### src/design/oxm_pkg.sv
/*
 * oxm_pkg: shared constants and types of the optical module control and
 * status block. Assumes a single 100 MHz system clock domain.
 */
package oxm_pkg;
	// two-wire device addresses (8-bit form, r/w bit clear)
	localparam logic [7:0] ADDR_ID   = 8'h00_A0;
	localparam logic [7:0] ADDR_DIAG = 8'h00_A2;
	localparam logic [7:0] OFF_TRSC  = 8'h00_6E;
	// byte 110 field positions
	localparam int BIT_SHDN_STAT = 7;
	localparam int BIT_SHDN_SOFT = 6;
	localparam int BIT_FAULT     = 2;
	localparam int BIT_LOS       = 1;
	// diagnostic measurement offsets
	localparam logic [7:0] OFF_TEMP  = 8'h00_60;
	localparam logic [7:0] OFF_VCC   = 8'h00_62;
	localparam logic [7:0] OFF_BIAS  = 8'h00_64;
	localparam logic [7:0] OFF_TXPWR = 8'h00_66;
	localparam logic [7:0] OFF_RXPWR = 8'h00_68;
	localparam int NUM_MEAS = 5;
	localparam logic [2:0] BITS_PER_BYTE_M1 = 3'h7;
	// shutdown spacing expected of the host, ms, and in cycles
	localparam int SHDN_GAP_MS = 10;
	localparam int CLK_MHZ     = 100;
	localparam int SHDN_GAP_CYC = SHDN_GAP_MS * 1000 * CLK_MHZ;

	typedef struct packed {
		logic [15:0] temp;
		logic [15:0] vcc;
		logic [15:0] bias;
		logic [15:0] tx_pwr;
		logic [15:0] rx_pwr;
	} oxm_meas_t;

	typedef struct packed {
		logic we;
		logic page;
		logic [7:0] addr;
		logic [7:0] wdata;
	} oxm_mem_req_t;

	typedef enum logic [7:0] {
		ST_IDLE  = 8'b0000_0001,
		ST_DEV   = 8'b0000_0010,
		ST_DACK  = 8'b0000_0100,
		ST_WORD  = 8'b0000_1000,
		ST_WACK  = 8'b0001_0000,
		ST_WDATA = 8'b0010_0000,
		ST_RDATA = 8'b0100_0000,
		ST_RACK  = 8'b1000_0000
	} oxm_state_t;
endpackage

### src/design/oxm_mem.sv
/*
 * oxm_mem: two 256-byte pages (identification, diagnostics) in one array
 * with registered read data. Assumes the caller sequences its accesses.
 */
`timescale 1ns/100ps
module oxm_mem (
	input  wire logic                 clk_sys,
	input  wire oxm_pkg::oxm_mem_req_t req,
	input  wire logic                 req_valid,
	output logic [7:0]                rdata
);
	logic [7:0] store [0:511];
	wire  [8:0] index = {req.page, req.addr};

	always_ff @(posedge clk_sys) begin
		if (req_valid && req.we) begin
			store[index] <= req.wdata;
		end
		rdata <= store[index];
	end
endmodule

### src/design/oxm_top.sv
/*
 * oxm_top: transmitter shutdown, latched laser fault, loss-of-signal mirror
 * and the two-wire serial slave of a pluggable optical module.
 * Assumes all pins are asynchronous to clk_sys; the serial clock is
 * sampled, never used as a clock.
 */
`timescale 1ns/100ps
module oxm_top (
	input  wire logic              clk_sys,
	input  wire logic              rst_b,
	input  wire logic              tx_shutdown_pin,
	input  wire logic              tx_shutdown_pin_driven,
	input  wire logic              laser_fault_det,
	input  wire logic              unsafe_power_det,
	input  wire logic              optical_input_bad,
	input  wire oxm_pkg::oxm_meas_t meas,
	input  wire logic              scl_i,
	input  wire logic              sda_i,
	output logic                   sda_o,
	output logic                   sda_oe,
	output logic                   laser_enable,
	output logic                   tx_fault,
	output logic                   tx_fault_oe,
	output logic                   receive_signal_lost
);
	// ************************************************
	// pin synchronisers
	// ************************************************
	logic [5:0] sync1;
	logic [5:0] sync2;
	wire  [5:0] raw = {unsafe_power_det, optical_input_bad, laser_fault_det,
	                   tx_shutdown_pin | ~tx_shutdown_pin_driven, scl_i, sda_i};
	always_ff @(posedge clk_sys) begin
		sync1 <= raw;
		sync2 <= sync1;
	end
	wire scl_s    = sync2[1];
	wire sda_s    = sync2[0];
	wire shdn_pin = sync2[2];
	wire fault_s  = sync2[3];
	wire los_s    = sync2[4];
	wire unsafe_s = sync2[5];

	// ************************************************
	// shutdown and fault latch
	// ************************************************
	logic soft_shdn;
	logic fault_latch;
	logic shdn_pin_q;
	wire  shdn_eff   = shdn_pin | soft_shdn;
	wire  pin_fall   = shdn_pin_q & ~shdn_pin;
	// a trip arriving with the release wins; the latch must never miss a fault
	wire  next_fault = (fault_s | unsafe_s) | (fault_latch & ~pin_fall);
	always_ff @(posedge clk_sys) begin
		if (!rst_b) begin
			fault_latch  <= 1'b0;
			shdn_pin_q   <= 1'b1;
			laser_enable <= 1'b0;
			tx_fault     <= 1'b0;
			tx_fault_oe  <= 1'b1; // no fault, so the open collector pulls low
			receive_signal_lost <= 1'b1;
		end else begin
			shdn_pin_q   <= shdn_pin;
			fault_latch  <= next_fault;
			laser_enable <= ~shdn_eff & ~next_fault;
			tx_fault     <= next_fault;
			tx_fault_oe  <= ~next_fault; // open collector: pull low when no fault
			receive_signal_lost <= los_s;
		end
	end

	// ************************************************
	// two-wire slave, eeprom style
	// ************************************************
	logic scl_q;
	logic sda_q;
	wire  scl_rise = scl_s & ~scl_q;
	wire  scl_fall = ~scl_s & scl_q;
	wire  start_c  = scl_s & sda_q & ~sda_s;
	wire  stop_c   = scl_s & ~sda_q & sda_s;

	oxm_pkg::oxm_state_t state;
	logic [7:0] shift;
	logic [2:0] bit_cnt;
	logic [7:0] word_addr;
	logic       page;
	logic       rd_mode;
	logic [7:0] mem_rdata;

	// at byte_done the r/w bit is still on sda_s, so address bits 7:1 sit in shift[6:0]
	wire dev_id   = {shift[6:0], 1'b0} == oxm_pkg::ADDR_ID;
	wire dev_diag = {shift[6:0], 1'b0} == oxm_pkg::ADDR_DIAG;
	wire byte_done = scl_rise && bit_cnt == oxm_pkg::BITS_PER_BYTE_M1;
	wire at_trsc  = page && word_addr == oxm_pkg::OFF_TRSC;

	// status byte is built live; measurements are served live too
	wire [7:0] trsc_byte = {shdn_eff, soft_shdn, 3'h0, fault_latch,
	                        receive_signal_lost, 1'b0};
	logic [7:0] rd_byte;
	always_comb begin
		rd_byte = mem_rdata;
		if (page) begin
			if (word_addr == oxm_pkg::OFF_TRSC) rd_byte = trsc_byte;
			else if (word_addr == oxm_pkg::OFF_TEMP) rd_byte = meas.temp[15:8];
			else if (word_addr == oxm_pkg::OFF_TEMP + 8'h01) rd_byte = meas.temp[7:0];
			else if (word_addr == oxm_pkg::OFF_VCC) rd_byte = meas.vcc[15:8];
			else if (word_addr == oxm_pkg::OFF_VCC + 8'h01) rd_byte = meas.vcc[7:0];
			else if (word_addr == oxm_pkg::OFF_BIAS) rd_byte = meas.bias[15:8];
			else if (word_addr == oxm_pkg::OFF_BIAS + 8'h01) rd_byte = meas.bias[7:0];
			else if (word_addr == oxm_pkg::OFF_TXPWR) rd_byte = meas.tx_pwr[15:8];
			else if (word_addr == oxm_pkg::OFF_TXPWR + 8'h01) rd_byte = meas.tx_pwr[7:0];
			else if (word_addr == oxm_pkg::OFF_RXPWR) rd_byte = meas.rx_pwr[15:8];
			else if (word_addr == oxm_pkg::OFF_RXPWR + 8'h01) rd_byte = meas.rx_pwr[7:0];
		end
	end

	oxm_pkg::oxm_mem_req_t mem_req;
	wire mem_we = state == oxm_pkg::ST_WDATA && byte_done;
	assign mem_req.we    = mem_we;
	assign mem_req.page  = page;
	assign mem_req.addr  = word_addr;
	assign mem_req.wdata = {shift[6:0], sda_s};

	oxm_mem u_mem (
		.clk_sys   (clk_sys),
		.req       (mem_req),
		.req_valid (mem_we),
		.rdata     (mem_rdata)
	);

	always_ff @(posedge clk_sys) begin
		if (!rst_b) begin
			scl_q     <= 1'b1;
			sda_q     <= 1'b1;
			state     <= oxm_pkg::ST_IDLE;
			shift     <= 8'h00;
			bit_cnt   <= 3'h0;
			word_addr <= 8'h00;
			page      <= 1'b0;
			rd_mode   <= 1'b0;
			soft_shdn <= 1'b0;
			sda_o     <= 1'b0;
			sda_oe    <= 1'b0;
		end else begin
			scl_q <= scl_s;
			sda_q <= sda_s;
			if (start_c) begin
				state   <= oxm_pkg::ST_DEV;
				bit_cnt <= 3'h0;
				sda_oe  <= 1'b0;
			end else if (stop_c) begin
				state  <= oxm_pkg::ST_IDLE;
				sda_oe <= 1'b0;
			end else begin
				if (scl_rise) begin
					shift   <= {shift[6:0], sda_s};
					bit_cnt <= bit_cnt + 3'h1;
				end
				case (state)
				oxm_pkg::ST_DEV: begin
					if (byte_done) begin
						shift <= {shift[6:0], sda_s};
						if (dev_id || dev_diag) begin
							page    <= dev_diag;
							rd_mode <= sda_s;
							state   <= oxm_pkg::ST_DACK;
						end else begin
							state <= oxm_pkg::ST_IDLE;
						end
					end
				end
				oxm_pkg::ST_DACK, oxm_pkg::ST_WACK: begin
					if (scl_fall && !sda_oe) begin
						sda_o  <= 1'b0;
						sda_oe <= 1'b1;
					end else if (scl_fall) begin
						bit_cnt <= 3'h0;
						sda_oe  <= 1'b0;
						if (rd_mode) begin
							state  <= oxm_pkg::ST_RDATA;
							// each scl rise shifts left, so the next bit is shift[7]
							shift  <= rd_byte;
							sda_o  <= rd_byte[7];
							sda_oe <= ~rd_byte[7];
						end else begin
							state <= state == oxm_pkg::ST_DACK ? oxm_pkg::ST_WORD
							                                   : oxm_pkg::ST_WDATA;
						end
						if (rd_mode) word_addr <= word_addr + 8'h01;
					end
				end
				oxm_pkg::ST_WORD: begin
					if (byte_done) begin
						word_addr <= {shift[6:0], sda_s};
						state     <= oxm_pkg::ST_WACK;
					end
				end
				oxm_pkg::ST_WDATA: begin
					if (byte_done) begin
						if (at_trsc) soft_shdn <= shift[oxm_pkg::BIT_SHDN_SOFT - 1];
						word_addr <= word_addr + 8'h01;
						state     <= oxm_pkg::ST_WACK;
					end
				end
				oxm_pkg::ST_RDATA: begin
					if (scl_fall) begin
						if (bit_cnt == 3'h0) begin
							sda_oe <= 1'b0;
							state  <= oxm_pkg::ST_RACK;
						end else begin
							sda_o  <= shift[7];
							sda_oe <= ~shift[7];
						end
					end
				end
				oxm_pkg::ST_RACK: begin
					// master nack ends the burst; ack continues with next byte
					if (scl_rise && sda_s) begin
						state <= oxm_pkg::ST_IDLE;
					end else if (scl_fall) begin
						state     <= oxm_pkg::ST_RDATA;
						bit_cnt   <= 3'h0;
						shift     <= rd_byte;
						sda_o     <= rd_byte[7];
						sda_oe    <= ~rd_byte[7];
						word_addr <= word_addr + 8'h01;
					end
				end
				default: begin
					state <= oxm_pkg::ST_IDLE;
				end
				endcase
			end
		end
	end
endmodule

### config.mk
export PLATFORM = sky130hd
export DESIGN_NAME = oxm_top
export DESIGN_NICKNAME = d
export VERILOG_FILES = /design/src/design/oxm_pkg.sv /design/src/design/oxm_mem.sv /design/src/design/oxm_top.sv
export SDC_FILE = /design/constraint.sdc
export NUM_CORES = 2
export LEC_CHECK = 0
export ABC_AREA = 0
export BUFFER_PORTS_ARGS = -buffer_cell sky130_fd_sc_hd__buf_2
export CAP_MARGIN = 20
export CORE_ASPECT_RATIO = 1.1
export CORE_MARGIN = 4
export CORE_UTILIZATION = 45
export DETAILED_ROUTE_END_ITERATION = 8
export PLACE_DENSITY_LB_ADDON = 0.2
export RECOVER_POWER = 25
export SETUP_SLACK_MARGIN = 0.02
export SLEW_MARGIN = 10
export SYNTH_ARGS = -nofsm -noshare
export SYNTH_HDL_FRONTEND = slang
export SYNTH_SLANG_ARGS = --single-unit
export TNS_END_PERCENT = 5
### constraint.sdc
create_clock -name clk_sys -period 8 [get_ports clk_sys]
set_input_delay 0.4 -clock clk_sys [delete_from_list [all_inputs] [get_ports clk_sys]]
set_output_delay 0.4 -clock clk_sys [all_outputs]
set_load 0.005 [all_outputs]
==> run metrics <==
status finished with violations; failing checks max-capacitance violations, max-slew violations; overall routing resource usage 26.4%; Synth Flop Type edfxtp_1; via count 83,700; 1st-iter DRT viols between 10,000 and 15,000; leakage 53.8 nW; GRT overflow 0; Setup violations, final 0; CP arrival between 7 and 8 ns; TritonRoute pass-1 iters 7; Worst Skew ~0.07 ns; FILL cells 28,500; Sequential Area 0.124 mm2; minimum clock period 6.43 ns; first-pass GRT wire length 686,000 um; # IOs 95; cell mode on critical path dlygate4sd3_1; DIE AREA 0.371 mm2; remaining antenna violation count 0; setup TNS 0 ns; multi-input combinational cell area 0.0358 mm2; Detailed Place HPWL 304,000 um; Yosys reg bits 4,155; CTS buffer count around 410; RSZ-0062 raised after global routing false; Peak VDD IR between 0.00015 and 0.0002 V; Avg Inst Size Synth 21.0 um2; Routed Wire Length 494,000 um; Slowest-stage cell, CP clkbuf_2; Synth Warn # 0; Required @ worst endpoint 8.89 ns; Root Driver clkbuf_16; share of layout cells above drive strength 1 around a quarter; Hold Fails Final Rpt 0; relative slew slack -237%; Die Wd 581 um; CP Cell Sequence clkbuf_2 -> o21ai_0 -> nor3_1 -> a2111oi_0 -> nand3_1 -> dlygate4sd3_1 -> a32o_1 -> dlygate4sd3_1; pin count of the biggest net entering global routing 228; pwr dens 239 mW/mm2; CTS sink cnt slightly above 4,000; Layout Utilization 50.7%; commonest non-fill, non-tap cell in the layout edfxtp_1; CTS tree built; Worst Setup End Kind flip-flop; gpl congestion 0.915; Post-synth EDFFs 4,096; clk_lat worst skew 1.01 ns; most frequent cells in the layout 4,096 x edfxtp_1, 1,042 x mux4_2, 617 x nor2_1; max incr delay on CP 3.41 ns; cells after synthesis 7,750; initial antenna violation count 29; Setup CP Type flip-flop to flip-flop; asr flop ratio synth 0%; vias in the first global route 83,400; Worst Path Max Fanout just over 200; measured slew at the worst slew-check pin 5.05 ns; post-CTS setup buffer count 0; Tcrit/Tclk final 80.4%; layout net count 8,115; starting density of the core 45.2%; Area Growth Syn to Fin 12.3%; Synth Net Count 7,846; startpoint class of the critical path flip-flop; Longest Clk Path Bufs 4; Via density 6.37; Syn Std Cell Area approximately 0.16 mm2; IO Port Bufs 94; highest clock rate around 160 MHz; Core Rows 231; number of max-cap violations 22; CTS H-tree lvls 5; Worst Hold Class input pin to flip-flop; drt wl/cell 37.6 um; Reg clk slew, reported paths 0.06 ns; core area roughly 0.36 mm2; Resized Gates After CTS 0; Netlist cell types between 70 and 80; sequential area share after synthesis between 70% and 80%; fin. max-slew vios 2,033; hold buffer count at cts 26; total power 43.6 mW; Die Height 638 um; Post-route DRC 0
## where the power goes
part | switching [mW] | internal, mW | total [mW]
sequential | 0.0318 | 23.8 | 23.9
combinational | 0.266 | 0.0419 | 0.308
clock | 8.34 | 11.1 | 19.4
total | 8.63 | 34.9 | 43.6
## per-layer routing
| layer | global-route usage [%] | routed length (um) | vias up | share of wire [%] |
|---|---|---|---|---|
| met5 | 0 | 123 | - | 0.025 |
| met4 | 14.0 | 31600 | 18 | 6.4 |
| met3 | 5.91 | 48600 | 995 | 9.8 |
| met2 | 40.6 | 229000 | 4860 | 46 |
| met1 | 35.3 | 185000 | 44900 | 37 |
| li1 | - | - | 33000 | - |
## metrics by stage
stage,worst slack [ns],area (um2),hold WS (ns),std cells
2_1_floorplan,-0.0941,162000,0.310,7750
6_report,1.57,182000,0.0764,13200
5_1_grt,1.01,182000,0.0649,13100
3_5_place_dp,2.44,169000,0.314,12300
4_1_cts,2.37,182000,0.000561,13100
3_3_place_gp,2.47,169000,0.318,12300
## state kept, by name (all words and copies together) (netlist names), 3 cells and up
name	flops
u_mem.store	4096
shift	8
state	8
u_mem.rdata	8
word_addr	8
sync1	6
sync2	6
bit_cnt	3
## Yosys cell counts, drive strengths merged (12+ instances only)
master	instances	area share, %
a22oi	121	0.56
nor2	626	1.4
and3	22	0.085
buf	282	1.1
o22ai	48	0.18
nor3b	12	0.055
edfxtp	4096	76
dfxtp	59	0.73
nor2b	38	0.15
o221ai	15	0.081
nand2b	23	0.089
nand4	21	0.081
a2111oi	15	0.082
a32oi	28	0.15
nand2	243	0.56
a22o	40	0.22
nand3	98	0.30
a211oi	19	0.088
nor3	37	0.11
clkbuf	216	0.50
a21oi	91	0.28
o21ai	60	0.18
mux2i	203	1.3
a221oi	41	0.22
inv	21	0.049
nor4	20	0.077
a31oi	29	0.11
mux4	1046	15
## cell families after synthesis
logic type | after synthesis | synth area share [%]
fa+ha+maj | 7 | 0.0539
simple gates | 1188 | 3.18
mux | 1256 | 15.8
buf+inv | 520 | 1.68
flops | 4155 | 76.5
xor+xnor | 5 | 0.0270
compound gates | 619 | 2.77
## worst max-delay path, delay by kind of cell (launching register included)
family | cells | cell delay, ns
compound gates | 3 | 1.03
buf+inv | 3 | 4.53
flops | 1 | 0.34
simple gates | 2 | 0.46
## area by class of cell
cell class | instances | share of cell area (%)
multi-input combinational | 3075 | 19.6
inverter | 22 | 0.0508
tap | 4776 | 3.28
clock buffer | 521 | 6.05
antenna | 10 | 0.0137
sequential | 4155 | 68.1
clock inverter | 244 | 1.33
timing repair buffer | 351 | 1.55
## path summary, 6_finish.rpt
| kind | from | slack, ns | cells past startpoint | end |
|---|---|---|---|---|
| setup / recovery | shift[2] | 1.57 | 8 | shift[2] |
| hold / removal | meas[72] | 0.08 | 6 | shift[0] |
| setup reg to reg | shift[2] | 1.57 | 8 | shift[2] |
| hold reg to reg | sync1[1] | 0.32 | 0 | sync2[1] |
(Power assumes the default switching activity.)
